<file path="config.mk">
export PLATFORM = sky130hd
export DESIGN_NAME = uart_flow_control_config
export DESIGN_NICKNAME = d
export VERILOG_FILES = /design/src/hw/uart_flow_pkg.sv /design/src/hw/flow_match_if.sv /design/src/hw/flow_char_match.sv /design/src/hw/uart_flow_control_config.sv
export VERILOG_INCLUDE_DIRS = /design/src /design/src/hw
export SDC_FILE = /design/constraint.sdc
export NUM_CORES = 1
export LEC_CHECK = 0
export BUFFER_PORTS_ARGS = -buffer_cell sky130_fd_sc_hd__buf_4
export CORE_MARGIN = 2
export CORE_UTILIZATION = 45
export CTS_CLUSTER_SIZE = 12
export DETAILED_ROUTE_END_ITERATION = 16
export PLACE_DENSITY = 0.8
export SYNTH_ARGS = -nofsm -noshare
export SYNTH_HDL_FRONTEND = slang
export SYNTH_HIERARCHICAL = 1
export SYNTH_SLANG_ARGS = --single-unit
</file>
<file path="constraint.sdc">
create_clock -name sys_clk -period 2.47 [get_ports sys_clk]
set_input_delay 0.247 -clock sys_clk [delete_from_list [all_inputs] [get_ports sys_clk]]
set_output_delay 0.247 -clock sys_clk [all_outputs]
set_load 0.01 [all_outputs]
</file>
<file path="src/hw/uart_flow_map.svh">
`ifndef UART_FLOW_MAP_SVH
`define UART_FLOW_MAP_SVH

// register placement and access key
`define FEATURE_ADDR 4'h2
`define LINE_CTRL_KEY 8'hBF
`define SPECIAL_FN_LOCK_BIT 2
`define FEATURE_RESET 8'h00

// enhanced feature field positions
`define FEAT_AUTO_CTS 7
`define FEAT_AUTO_RTS 6
`define FEAT_SPECIAL 5
`define FEAT_ENHANCED 4
`define FEAT_TX_HI 3
`define FEAT_TX_LO 2
`define FEAT_RX_HI 1
`define FEAT_RX_LO 0

// flow control select codes
`define FC_NONE 2'h0
`define FC_SET_TWO 2'h1
`define FC_SET_ONE 2'h2
`define FC_BOTH 2'h3

// interrupt identification codes
`define IDENT_FC_CODE 6'h10
`define IDENT_NONE_CODE 6'h01

`endif

</file>
<file path="src/hw/uart_flow_pkg.sv">
package uart_flow_pkg;

	typedef enum logic [2:0] {
		TX_IDLE = 3'b001,
		TX_FIRST = 3'b010,
		TX_SECOND = 3'b100
	} tx_state_e;

	typedef struct packed {
		logic [7:0] feat;
		logic [7:0] rdata;
		tx_state_e tx_st;
		logic [7:0] tx_char;
		logic tx_valid;
		logic tx_is_pause;
		logic want_pause;
		logic want_resume;
		logic fc_pend;
		logic sp_pend;
		logic peer_paused;
		logic cts_s1;
		logic cts_s2;
		logic rts_n;
	} top_s;

	typedef struct packed {
		logic pend_on;
		logic pend_off;
		logic push;
		logic [7:0] push_data;
		logic resume_hit;
		logic pause_hit;
		logic special_hit;
	} match_s;

endpackage

</file>
<file path="src/hw/flow_match_if.sv">
`timescale 1ns/1ps
`default_nettype none

interface flow_match_if;
	logic rx_valid;
	logic [7:0] rx_char;
	logic [1:0] rx_sel;
	logic [1:0] tx_sel;
	logic special_en;
	logic [7:0] resume_one;
	logic [7:0] resume_two;
	logic [7:0] pause_one;
	logic [7:0] pause_two;
	logic push;
	logic [7:0] push_data;
	logic resume_hit;
	logic pause_hit;
	logic special_hit;

	modport ctrl (
		output rx_valid, rx_char, rx_sel, tx_sel, special_en,
		output resume_one, resume_two, pause_one, pause_two,
		input push, push_data, resume_hit, pause_hit, special_hit
	);
	modport match (
		input rx_valid, rx_char, rx_sel, tx_sel, special_en,
		input resume_one, resume_two, pause_one, pause_two,
		output push, push_data, resume_hit, pause_hit, special_hit
	);
endinterface

`default_nettype wire

</file>
<file path="src/hw/flow_char_match.sv">
`timescale 1ns/1ps
`default_nettype none
`include "uart_flow_map.svh"

module flow_char_match
	import uart_flow_pkg::*;
(
	// clock and reset
	input wire logic sys_clk,
	input wire logic rst,
	// character stream and results
	flow_match_if.match m
);

	match_s st_reg;
	match_s st_next;
	logic sel_one;
	logic sel_two;
	logic either;
	logic dbl;
	logic on_hit;
	logic off_hit;
	logic consumed;

	// decode receive compare mode; mixed codes depend on the transmit pair
	always_comb
	begin
		sel_one = (m.rx_sel == `FC_SET_ONE);
		sel_two = (m.rx_sel == `FC_SET_TWO);
		either = (m.rx_sel == `FC_BOTH) && (m.tx_sel == `FC_SET_ONE || m.tx_sel == `FC_SET_TWO);
		dbl = (m.rx_sel == `FC_BOTH) && (m.tx_sel == `FC_BOTH || m.tx_sel == `FC_NONE);
	end

	// one character per valid; matched flow characters are swallowed, others, even the first of a double pair, go on to the fifo
	always_comb
	begin
		st_next = st_reg;
		st_next.push = 1'b0;
		st_next.resume_hit = 1'b0;
		st_next.pause_hit = 1'b0;
		st_next.special_hit = 1'b0;
		on_hit = 1'b0;
		off_hit = 1'b0;
		consumed = 1'b0;
		if (m.rx_valid)
		begin
			if (dbl)
			begin
				// double sequence: first char arms, second completes; first is still stored
				on_hit = st_reg.pend_on && (m.rx_char == m.resume_two);
				off_hit = st_reg.pend_off && (m.rx_char == m.pause_two);
				st_next.pend_on = (m.rx_char == m.resume_one);
				st_next.pend_off = (m.rx_char == m.pause_one);
			end
			else
			begin
				on_hit = ((sel_one || either) && m.rx_char == m.resume_one) ||
					((sel_two || either) && m.rx_char == m.resume_two);
				off_hit = ((sel_one || either) && m.rx_char == m.pause_one) ||
					((sel_two || either) && m.rx_char == m.pause_two);
				st_next.pend_on = 1'b0;
				st_next.pend_off = 1'b0;
			end
			consumed = on_hit || off_hit;
			st_next.resume_hit = on_hit;
			st_next.pause_hit = off_hit;
			st_next.special_hit = m.special_en && (m.rx_char == m.pause_two);
			st_next.push = !consumed;
			st_next.push_data = m.rx_char;
		end
	end

	always_ff @(posedge sys_clk or posedge rst)
	begin
		if (rst)
			st_reg <= '0;
		else
			st_reg <= st_next;
	end

	assign m.push = st_reg.push;
	assign m.push_data = st_reg.push_data;
	assign m.resume_hit = st_reg.resume_hit;
	assign m.pause_hit = st_reg.pause_hit;
	assign m.special_hit = st_reg.special_hit;

	property p_special_store;
		@(posedge sys_clk) disable iff (rst)
		(m.rx_valid && m.special_en && m.rx_char == m.pause_two && m.rx_sel == `FC_NONE)
		|=> (m.push && m.special_hit && m.push_data == $past(m.rx_char));
	endproperty
	a_special_store: assert property (p_special_store) else $error("special char not stored and flagged");

	property p_special_fc;
		@(posedge sys_clk) disable iff (rst)
		(m.rx_valid && m.special_en && m.rx_char == m.pause_two && m.rx_sel == `FC_SET_TWO)
		|=> (!m.push && m.pause_hit && m.special_hit);
	endproperty
	a_special_fc: assert property (p_special_fc) else $error("pause_two under flow control mishandled");

	property p_single_one;
		@(posedge sys_clk) disable iff (rst)
		(m.rx_valid && m.rx_sel == `FC_SET_ONE && m.rx_char == m.resume_one) |=> (m.resume_hit && !m.push);
	endproperty
	a_single_one: assert property (p_single_one) else $error("first resume char not matched");

	property p_none_passes;
		@(posedge sys_clk) disable iff (rst)
		(m.rx_valid && m.rx_sel == `FC_NONE) |=> (m.push && !m.pause_hit && !m.resume_hit);
	endproperty
	a_none_passes: assert property (p_none_passes) else $error("char swallowed with no rx flow control");

	property p_double_pause;
		@(posedge sys_clk) disable iff (rst)
		(m.rx_valid && dbl && m.rx_char == m.pause_one && m.pause_one != m.pause_two)
		##1 (!m.rx_valid && dbl) [*2]
		##1 (m.rx_valid && dbl && m.rx_char == m.pause_two) |=> m.pause_hit;
	endproperty
	a_double_pause: assert property (p_double_pause) else $error("double pause sequence not detected");

	property p_double_single;
		@(posedge sys_clk) disable iff (rst)
		(m.rx_valid && dbl && m.rx_char != m.pause_two) |=> !m.pause_hit;
	endproperty
	a_double_single: assert property (p_double_single) else $error("pause acted on a lone char in double mode");

	c_double: cover property (@(posedge sys_clk) disable iff (rst) m.pause_hit && dbl);
	c_special: cover property (@(posedge sys_clk) disable iff (rst) m.special_hit && m.push);

endmodule

`default_nettype wire

</file>
<file path="src/hw/uart_flow_control_config.sv">
// Behaviour
// - the enhanced feature register is read and written only while line control holds 0xBF and special function bit 2 is low, and resets to zero.
// - bit 7 turns automatic CTS flow control on or off.
// - bit 6 turns automatic RTS flow control on or off.
// - with bit 5 set, a received second pause char is stored in the receive fifo and flagged as a special char in ident bit 4.
// - if that char also completes a flow control pause match, it acts as pause, is not stored, and raises both pause and special interrupts.
// - bit 4 unlocks writes to the extended interrupt enable, ident, fifo control, modem control, transmission control and trigger level bits, and enables sleep.
// - bits 3:2 pick transmit flow chars: none, the first pair, the second pair, or both pairs in sequence.
// - bits 1:0 pick receive compare: none, the first pair, or the second pair.
// - codes 1011 and 0111 send the first or second pair and the receiver accepts either resume and either pause char.
// - code 1111 sends double chars and the receiver needs first and second together before acting.
// - code 0011 sends nothing and the receiver compares the double sequences.
// - a received pause or special char is reported with ident code 010000.
`timescale 1ns/1ps
`default_nettype none
`include "uart_flow_map.svh"

module uart_flow_control_config
	import uart_flow_pkg::*;
#(
	parameter int LEVEL_W = 7
)
(
	// clock and reset
	input wire logic sys_clk,
	input wire logic rst,
	// register port from the host interface
	input wire logic [3:0] reg_addr,
	input wire logic reg_wr,
	input wire logic reg_rd,
	input wire logic [7:0] reg_wdata,
	output logic [7:0] reg_rdata,
	input wire logic [7:0] line_control_reg,
	input wire logic [7:0] special_function_reg,
	// feature controls to the uart core
	output logic auto_cts_en,
	output logic auto_rts_en,
	output logic enhanced_write_en,
	output logic sleep_allow,
	// interrupt identification
	input wire logic ident_read,
	output logic [5:0] ident_code,
	output logic special_flag,
	// receive path
	input wire logic rx_valid,
	input wire logic [7:0] rx_char,
	input wire logic [7:0] resume_char_one,
	input wire logic [7:0] resume_char_two,
	input wire logic [7:0] pause_char_one,
	input wire logic [7:0] pause_char_two,
	output logic rx_fifo_push,
	output logic [7:0] rx_fifo_data,
	output logic peer_paused,
	// transmit flow characters
	input wire logic send_pause,
	input wire logic send_resume,
	output logic tx_fc_valid,
	output logic [7:0] tx_fc_char,
	input wire logic tx_fc_ready,
	// modem pins and fifo levels
	input wire logic cts_n,
	output logic rts_n,
	output logic tx_hold,
	input wire logic modem_rts,
	input wire logic [LEVEL_W-1:0] rx_level,
	input wire logic [LEVEL_W-1:0] halt_level,
	input wire logic [LEVEL_W-1:0] resume_level
);

	// elaboration guard: narrower levels cannot count a full 64-entry fifo
	if (LEVEL_W < 7 || LEVEL_W > 16)
	begin : g_level_check
		$error("LEVEL_W must hold a 64-entry fifo level");
	end

	top_s st_reg;
	top_s st_next;
	logic feat_open;
	logic feat_hit;
	logic [1:0] tx_sel;

	flow_match_if mif ();

	assign mif.rx_valid = rx_valid;
	assign mif.rx_char = rx_char;
	assign mif.rx_sel = st_reg.feat[`FEAT_RX_HI:`FEAT_RX_LO];
	assign mif.tx_sel = tx_sel;
	assign mif.special_en = st_reg.feat[`FEAT_SPECIAL];
	assign mif.resume_one = resume_char_one;
	assign mif.resume_two = resume_char_two;
	assign mif.pause_one = pause_char_one;
	assign mif.pause_two = pause_char_two;

	flow_char_match u_match (
		.sys_clk(sys_clk),
		.rst(rst),
		.m(mif.match)
	);

	// access key: the register shares its offset, so only the key opens it
	assign feat_open = (line_control_reg == `LINE_CTRL_KEY) && !special_function_reg[`SPECIAL_FN_LOCK_BIT];
	assign feat_hit = feat_open && (reg_addr == `FEATURE_ADDR);
	assign tx_sel = st_reg.feat[`FEAT_TX_HI:`FEAT_TX_LO];

	always_comb
	begin
		st_next = st_reg;
		// register port
		if (reg_wr && feat_hit)
			st_next.feat = reg_wdata;
		if (reg_rd)
			st_next.rdata = feat_hit ? st_reg.feat : 8'h00;
		// sticky ident sources; a new event in the clearing cycle survives
		if (ident_read)
		begin
			st_next.fc_pend = 1'b0;
			st_next.sp_pend = 1'b0;
		end
		if (mif.pause_hit)
			st_next.fc_pend = 1'b1;
		if (mif.special_hit)
			st_next.sp_pend = 1'b1;
		// remote flow state follows the last matched char
		if (mif.pause_hit)
			st_next.peer_paused = 1'b1;
		else if (mif.resume_hit)
			st_next.peer_paused = 1'b0;
		// requests wait until the sequencer is free
		if (send_pause)
			st_next.want_pause = 1'b1;
		if (send_resume)
			st_next.want_resume = 1'b1;
		unique case (st_reg.tx_st)
			TX_IDLE:
			begin
				if (tx_sel == `FC_NONE)
				begin
					st_next.want_pause = 1'b0;
					st_next.want_resume = 1'b0;
				end
				else if (st_reg.want_pause || st_reg.want_resume)
				begin
					// pause outranks resume, since it protects the receive fifo
					st_next.tx_is_pause = st_reg.want_pause;
					if (st_reg.want_pause)
						st_next.want_pause = 1'b0;
					else
						st_next.want_resume = 1'b0;
					if (tx_sel == `FC_SET_TWO)
						st_next.tx_char = st_reg.want_pause ? pause_char_two : resume_char_two;
					else
						st_next.tx_char = st_reg.want_pause ? pause_char_one : resume_char_one;
					st_next.tx_valid = 1'b1;
					st_next.tx_st = TX_FIRST;
				end
			end
			TX_FIRST:
			begin
				if (tx_fc_ready)
				begin
					if (tx_sel == `FC_BOTH)
					begin
						st_next.tx_char = st_reg.tx_is_pause ? pause_char_two : resume_char_two;
						st_next.tx_st = TX_SECOND;
					end
					else
					begin
						st_next.tx_valid = 1'b0;
						st_next.tx_st = TX_IDLE;
					end
				end
			end
			TX_SECOND:
			begin
				if (tx_fc_ready)
				begin
					st_next.tx_valid = 1'b0;
					st_next.tx_st = TX_IDLE;
				end
			end
			default:
			begin
				st_next.tx_valid = 1'b0;
				st_next.tx_st = TX_IDLE;
			end
		endcase
		// cts pin synchroniser
		st_next.cts_s1 = cts_n;
		st_next.cts_s2 = st_reg.cts_s1;
		// rts with hysteresis between halt and resume levels
		if (!st_reg.feat[`FEAT_AUTO_RTS])
			st_next.rts_n = !modem_rts;
		else if (rx_level >= halt_level)
			st_next.rts_n = 1'b1;
		else if (rx_level <= resume_level)
			st_next.rts_n = 1'b0;
	end

	always_ff @(posedge sys_clk or posedge rst)
	begin
		if (rst)
		begin
			st_reg <= '0;
			st_reg.feat <= `FEATURE_RESET;
			st_reg.tx_st <= TX_IDLE;
			st_reg.rts_n <= 1'b1;
			st_reg.cts_s1 <= 1'b1;
			st_reg.cts_s2 <= 1'b1;
		end
		else
			st_reg <= st_next;
	end

	// outputs
	assign reg_rdata = st_reg.rdata;
	assign auto_cts_en = st_reg.feat[`FEAT_AUTO_CTS];
	assign auto_rts_en = st_reg.feat[`FEAT_AUTO_RTS];
	assign enhanced_write_en = st_reg.feat[`FEAT_ENHANCED];
	assign sleep_allow = st_reg.feat[`FEAT_ENHANCED];
	assign ident_code = (st_reg.fc_pend || st_reg.sp_pend) ? `IDENT_FC_CODE : `IDENT_NONE_CODE;
	assign special_flag = st_reg.sp_pend;
	assign rx_fifo_push = mif.push;
	assign rx_fifo_data = mif.push_data;
	assign peer_paused = st_reg.peer_paused;
	assign tx_fc_valid = st_reg.tx_valid;
	assign tx_fc_char = st_reg.tx_char;
	assign rts_n = st_reg.rts_n;
	// the core finishes the character in flight before it honours the hold
	assign tx_hold = st_reg.feat[`FEAT_AUTO_CTS] && st_reg.cts_s2;

	property p_locked;
		@(posedge sys_clk) disable iff (rst)
		(reg_wr && reg_addr == `FEATURE_ADDR && !feat_open) |=> $stable(st_reg.feat);
	endproperty
	a_locked: assert property (p_locked) else $error("locked register changed");

	property p_write;
		@(posedge sys_clk) disable iff (rst)
		(reg_wr && feat_hit) |=> (enhanced_write_en == $past(reg_wdata[`FEAT_ENHANCED]) &&
			auto_cts_en == $past(reg_wdata[`FEAT_AUTO_CTS]));
	endproperty
	a_write: assert property (p_write) else $error("enhanced bits not taken");

	property p_cts;
		@(posedge sys_clk) disable iff (rst)
		(auto_cts_en && cts_n) [*3] |-> tx_hold;
	endproperty
	a_cts: assert property (p_cts) else $error("inactive cts did not hold transmitter");

	property p_rts;
		@(posedge sys_clk) disable iff (rst)
		(auto_rts_en && rx_level >= halt_level) |=> rts_n;
	endproperty
	a_rts: assert property (p_rts) else $error("rts not dropped at halt level");

	property p_tx_none;
		@(posedge sys_clk) disable iff (rst)
		(tx_sel == `FC_NONE && st_reg.tx_st == TX_IDLE) |=> !tx_fc_valid;
	endproperty
	a_tx_none: assert property (p_tx_none) else $error("flow char sent with no tx flow control");

	property p_tx_both;
		@(posedge sys_clk) disable iff (rst)
		(st_reg.tx_st == TX_FIRST && tx_fc_ready && tx_sel == `FC_BOTH && st_reg.tx_is_pause)
		|=> (tx_fc_valid && tx_fc_char == pause_char_two);
	endproperty
	a_tx_both: assert property (p_tx_both) else $error("second pause char not sent");

	property p_iir;
		@(posedge sys_clk) disable iff (rst)
		mif.pause_hit |=> (ident_code == `IDENT_FC_CODE);
	endproperty
	a_iir: assert property (p_iir) else $error("pause not reported in ident code");

	property p_set_wins;
		@(posedge sys_clk) disable iff (rst)
		(mif.special_hit && ident_read) |=> special_flag;
	endproperty
	a_set_wins: assert property (p_set_wins) else $error("special flag lost on clear");

	c_tx_both: cover property (@(posedge sys_clk) disable iff (rst) st_reg.tx_st == TX_SECOND && tx_fc_ready);
	c_hold: cover property (@(posedge sys_clk) disable iff (rst) tx_hold);
	c_rts: cover property (@(posedge sys_clk) disable iff (rst) auto_rts_en && $rose(rts_n));

endmodule

`default_nettype wire

</file>
==> results of run 1 <==
==> stage by stage <==
step,power (mW),instance area [um2],worst slack [ns]
floorplan,1.09,3470,0.619
global placement,1.24,4260,0.481
detailed placement,1.25,4260,0.412
CTS,1.76,4360,0.407
global route,1.83,4360,0.278
finish,1.74,4360,0.376
==> power groups by stage <==
stage	clock network, mW	logic [mW]	registers, mW
after global placement	0	0.355	0.888
after floorplan	0	0.202	0.886
after CTS	0.521	0.365	0.873
after global routing	0.556	0.398	0.876
final	0.507	0.362	0.873
after detailed placement	0	0.364	0.888
==> routing by layer <==
layer	GRT usage [%]	routed length [um]	up-vias
met3	4.85	741	15
li1	-	-	1303
met5	0	0	-
met2	35.0	4000	139
met1	25.1	3440	1277
met4	6.19	161	0
==> repair_timing <==
action / in CTS / in global routing
hold buffers: 1 / 0
gates resized for setup: 0 / 0
hold endpoints to repair: 14 / 0
==> logic make-up (layout without fill, tap and decap cells) <==
logic type      Yosys count  after routing  share of synthesized area [%]
compound gates           51             51                           11.2
xor+xnor                 33             33                           8.58
fa+ha+maj                14             14                           5.07
buf+inv                  83            177                           13.1
flops                    51             51                           37.1
mux                      41             41                           15.7
other cells               1              4                          0.108
simple gates             57             57                           9.23
==> final cells by class <==
class / count / area, um2
clock inverters: 3 / 23.8
repair buffers: 131 / 986
inverters: 38 / 143
clock buffers: 5 / 68.8
flip-flops and latches: 51 / 1280
fillers: 631 / 2970
multi-input cells: 200 / 1740
well taps: 99 / 124
==> worst min path at each step <==
stage	cells after the start	slack [ns]	to	from
final	1	0.04	st_next[1]	cts_n
after CTS	1	0.03	st_next[1]	cts_n
after floorplan	1	0.14	u_match/m.pause_hit	rst
after detailed placement	2	0.33	u_match/m.push_data[7]	rst
after global placement	2	0.32	u_match/m.push_data[4]	rst
after global routing	1	0.02	st_next[1]	cts_n
==> cells in the final DEF, fill, tap and decap left out, types with 2 or more instances in the layout <==
master,synthesis,routed
a211oi_1,2,2
a21o_1,4,4
a21oi_1,7,7
buf_4,31,130
clkbuf_8,0,5
conb_1,1,4
dfrtp_1,47,47
dfstp_2,4,4
ha_1,14,14
inv_1,38,38
mux2_2,25,25
mux2i_1,8,8
mux4_2,8,8
nand2_1,10,10
nand2b_1,4,4
nand3_1,2,2
nand3b_1,2,2
nand4_1,7,7
nor2_1,13,13
nor2_2,2,2
nor3_1,4,4
nor4_1,5,5
o21a_1,4,4
o21ai_0,4,4
o22ai_1,12,12
o2bb2ai_1,8,8
o31ai_1,2,2
xnor2_1,12,12
xor2_1,20,20
==> results.json, run 1 <==
{
  "status": "finished clean",
  "grt_start_max_net_pins": 38,
  "viasPerCell": 5.19,
  "synth_edf_count": 0,
  "drive_above_1_share_pct": 43.5,
  "timing.hold.ws_ns": 0.0388,
  "max_stage_delay_ns": 0.61,
  "fp-row-count": 31,
  "reg2reg_depth": 4,
  "wl_per_cell_um": 15.8,
  "ys_warn_count": 6,
  "htreeDepth": 2,
  "ir_drop_mv": 0.225,
  "dp_cells": 518,
  "io_pins": 140,
  "rsz0062_at_grt": "no",
  "n_antenna_cell": 0,
  "antenna_found_initial": 0,
  "swShare_pct": 27.2,
  "tritoncts.num_buffers": 5,
  "dpl.hpwl_mm": 6.63,
  "path_depth": 4,
  "hp-class": "in -> reg",
  "finalWirelength_mm": 8.34,
  "synth_cell_types": 49,
  "synthTopCellsByArea": "dfrtp_1, mux2_2, buf_4, mux4_2, ha_1",
  "cp.arrival_ns": 2.29,
  "setup_viol": 0,
  "crit_path_max_fanout": 9,
  "ant_nets": 0,
  "grtUsageTotal_pct": 20.3,
  "slew_violations": 0,
  "dieHeight_um": 91.7,
  "p_sw_mw": 0.474,
  "cap_viol_max_count": 0,
  "cp-endpoint": "tx_fc_char[4]",
  "power_density_mw_per_mm2": 399,
  "syn_avg_cell_area_um2": 10.4,
  "setup-tns-final_ns": 0,
  "r2r-end": "tx_fc_char[4]",
  "grt_pass1_vias": 2872,
  "finalHoldViolations": 0,
  "final_util_pct": 59.5,
  "clock_power_share_pct": 29.1,
  "drt_iter0_drc": 108,
  "intPower_mw": 1.27,
  "routabilityCongestion": 0.954,
  "startpoint": "st_reg[18]",
  "clockBufferDepth": 2,
  "grt_overflow_total": 0,
  "via_count": 2734,
  "synth_common_cells": "dfrtp_1, inv_1, buf_4",
  "synth.most_common_cell": "dfrtp_1",
  "cts_tree": "yes",
  "clock-root-buffer": "clkbuf_8",
  "numPortBuffers": 128,
  "critPathTopFamily": "compound AO/OA/AOI/OAI gates",
  "p_comb_share_pct": 20.8,
  "clkTransAtPathRegs_ns": 0.10,
  "cp_num_buf_inv": 0,
  "areaGrowthSynthToFinish_pct": 26.2,
  "relSlewSlack_pct": 39.2,
  "drcViolationCount": 0,
  "slowest_stage": "dfstp_2",
  "clock_sinks": 51,
  "worstSkewPairLatency_ns": 0.31,
  "synth_cells": 331,
  "fmax_ghz": 0.478,
  "ys_ff_latch": 51,
  "period_share_pct": 84.8,
  "reg2reg_from": "st_reg[18]",
  "required_ns": 2.66,
  "syn_area_mm2": 0.00346,
  "end_kind": "flip-flop",
  "tightestPinTransition_ns": 0.906,
  "layout_min_cycle_time_ns": 2.09,
  "die_x_um": 91.7,
  "core_mm2": 0.00733,
  "ys.flop_type": "dfrtp_1",
  "async_reset_ff_share_pct": 100,
  "die_area_mm2": 0.00840,
  "postCtsSetupBuffers": 0,
  "fin_cells": 527,
  "ys_seq_area_share_pct": 37.1,
  "skew_ns": 0.00492,
  "yosys.area.top_type_share_pct": 34.0,
  "synth_top_cell_by_area": "dfrtp_1",
  "critical_path.cell_chain": "nor3b_4 > o21ai_2 > a221oi_4 > mux2_2",
  "p_leak_nw": 2.09,
  "first_pass_iters": 4,
  "startpoint_type": "flip-flop",
  "final_nets": 541,
  "start_util_pct": 47.2,
  "r2r_slack_ns": 0.38,
  "grt_pass1_wl_mm": 13.5,
  "critPathKind": "reg -> reg",
  "pwr-share-seq_pct": 50.1
}
Power figures use the tool's default switching activity.
==> inputs of run 2 (changes only) <==
==> constraint.sdc (replaced) <==
create_clock -name sys_clk -period 2.04 [get_ports sys_clk]
set_input_delay 0.204 -clock sys_clk [delete_from_list [all_inputs] [get_ports sys_clk]]
set_output_delay 0.204 -clock sys_clk [all_outputs]
set_load 0.01 [all_outputs]
==> results.json, run 2 (synthesized netlist as in run 1, its figures left out) <==
{
  "status": "finished clean",
  "swShare_pct": 27.2,
  "cp.arrival_ns": 2.17,
  "reg2reg_from": "st_reg[20]",
  "routabilityCongestion": 0.888,
  "p_sw_mw": 0.574,
  "dp_cells": 522,
  "hold_path_depth": 2,
  "grtUsageTotal_pct": 19.8,
  "core_mm2": 0.00733,
  "r2r-end": "tx_fc_char[6]",
  "clock_power_share_pct": 28.9,
  "areaGrowthSynthToFinish_pct": 28.2,
  "critical_path.cell_chain": "nor3b_1 > nand2_1 > a221oi_4 > buf_12 > mux2_2",
  "numPortBuffers": 128,
  "power_density_mw_per_mm2": 477,
  "n_antenna_cell": 0,
  "grt_overflow_total": 0,
  "tritoncts.num_buffers": 5,
  "grt_pass1_vias": 2746,
  "viasPerCell": 5.16,
  "grt_pass1_wl_mm": 13.2,
  "first_pass_iters": 6,
  "drt_iter0_drc": 86,
  "r2r_slack_ns": 0.07,
  "fp-row-count": 31,
  "wl_per_cell_um": 15.5,
  "critPathKind": "reg -> reg",
  "finalWirelength_mm": 8.24,
  "setup-tns-final_ns": 0,
  "htreeDepth": 2,
  "intPower_mw": 1.54,
  "antenna_found_initial": 0,
  "fin_cells": 532,
  "final_nets": 546,
  "clkTransAtPathRegs_ns": 0.09,
  "layout_common_cells": "buf_4, dfrtp_1, inv_1",
  "cts_tree": "yes",
  "max_stage_delay_ns": 0.47,
  "fmax_ghz": 0.508,
  "clockBufferDepth": 2,
  "slowest_stage": "dfrtp_1",
  "grt_start_max_net_pins": 38,
  "die_area_mm2": 0.00840,
  "p_comb_share_pct": 21.0,
  "layout_commonest_cell": "buf_4",
  "ant_nets": 0,
  "ir_drop_mv": 0.323,
  "required_ns": 2.24,
  "crit_path_max_fanout": 9,
  "end_kind": "flip-flop",
  "die_x_um": 91.7,
  "setup_ws_ns": 0.0706,
  "min_to": "rts_n",
  "drive_above_1_share_pct": 44.1,
  "period_share_pct": 96.5,
  "reg2reg_depth": 5,
  "via_count": 2744,
  "postCtsSetupBuffers": 0,
  "pre_cts_slack_ns": 0.120,
  "dieHeight_um": 91.7,
  "p_leak_nw": 2.13,
  "skew_ns": 0.00616,
  "slew_violations": 0,
  "startpoint_type": "flip-flop",
  "clock-root-buffer": "clkbuf_8",
  "hp-start": "modem_rts",
  "tightestPinTransition_ns": 0.556,
  "pwr-share-seq_pct": 50.1,
  "hp-class": "in -> reg",
  "setup_viol": 0,
  "drcViolationCount": 0,
  "final_util_pct": 60.4,
  "layout_min_cycle_time_ns": 1.97,
  "finalHoldViolations": 0,
  "cap_viol_max_count": 0,
  "start_util_pct": 47.2,
  "io_pins": 140,
  "worstSkewPairLatency_ns": 0.31,
  "clock_sinks": 51,
  "dpl.hpwl_mm": 6.62,
  "timing.hold.ws_ns": 0.0227,
  "relSlewSlack_pct": 62.9
}
## run 2: what timing repair did
| action | 4_1_cts | 5_1_grt |
|---|---|---|
| hold buffers | 2 | 0 |
| resized for setup | 0 | 1 |
| endpoints found under the setup margin | 0 | 2 |
| endpoints found under the hold margin | 15 | 0 |
## run 2: per-stage QoR
step                      power, mW  area, um2
after floorplan                1.32       3470
after global placement         1.51       4310
after detailed placement       1.52       4310
after CTS                      2.14       4430
after global routing           2.21       4430
final                          2.11       4430
## run 2: power by group through the flow
| stage | combinational [mW] | sequential, mW | clock [mW] |
|---|---|---|---|
| 5_1_grt | 0.484 | 1.06 | 0.668 |
| 3_3_place_gp | 0.432 | 1.08 | 0 |
| 4_1_cts | 0.446 | 1.06 | 0.632 |
| 3_5_place_dp | 0.442 | 1.08 | 0 |
| 6_report | 0.444 | 1.06 | 0.611 |
| 2_1_floorplan | 0.244 | 1.07 | 0 |
## run 2: area by class of cell
class                           count  area [um2]
Clock buffer                        5        68.8
Clock inverter                      3        22.5
Fill cell                         615        2900
Inverter                           38         143
Multi-Input combinational cell    200        1740
Sequential cell                    51        1280
Tap cell                           99         124
Timing Repair Buffer              136        1050
## run 2: how the worst max path moves through the flow
| stage | startpoint | end | slack, ns | cells after the start |
|---|---|---|---|---|
| 2_1_floorplan | st_reg[18] | tx_fc_char[0] | 0.19 | 4 |
| 3_3_place_gp | st_reg[18] | tx_fc_char[7] | 0.16 | 5 |
| 3_5_place_dp | st_reg[18] | tx_fc_char[7] | 0.12 | 5 |
| 4_1_cts | st_reg[18] | tx_fc_char[7] | 0.10 | 5 |
| 5_1_grt | st_reg[20] | tx_fc_char[5] | -0.01 | 5 |
| 6_report | st_reg[20] | tx_fc_char[6] | 0.07 | 5 |
## run 2: worst max-delay path: cells and delay by family, from the launching register on
family,cells,cell delay (ns)
compound gates,1,0.35
buf+inv,1,0.16
flops,1,0.47
mux,1,0.33
simple gates,2,0.54
## run 2: per-layer routing
metal / GRT usage [%] / up-vias / routed length [um]
li1: - / 1316 / -
met1: 25.0 / 1284 / 3540
met2: 34.4 / 136 / 3890
met3: 4.85 / 8 / 712
met4: 4.29 / 0 / 92
met5: 0 / - / 0
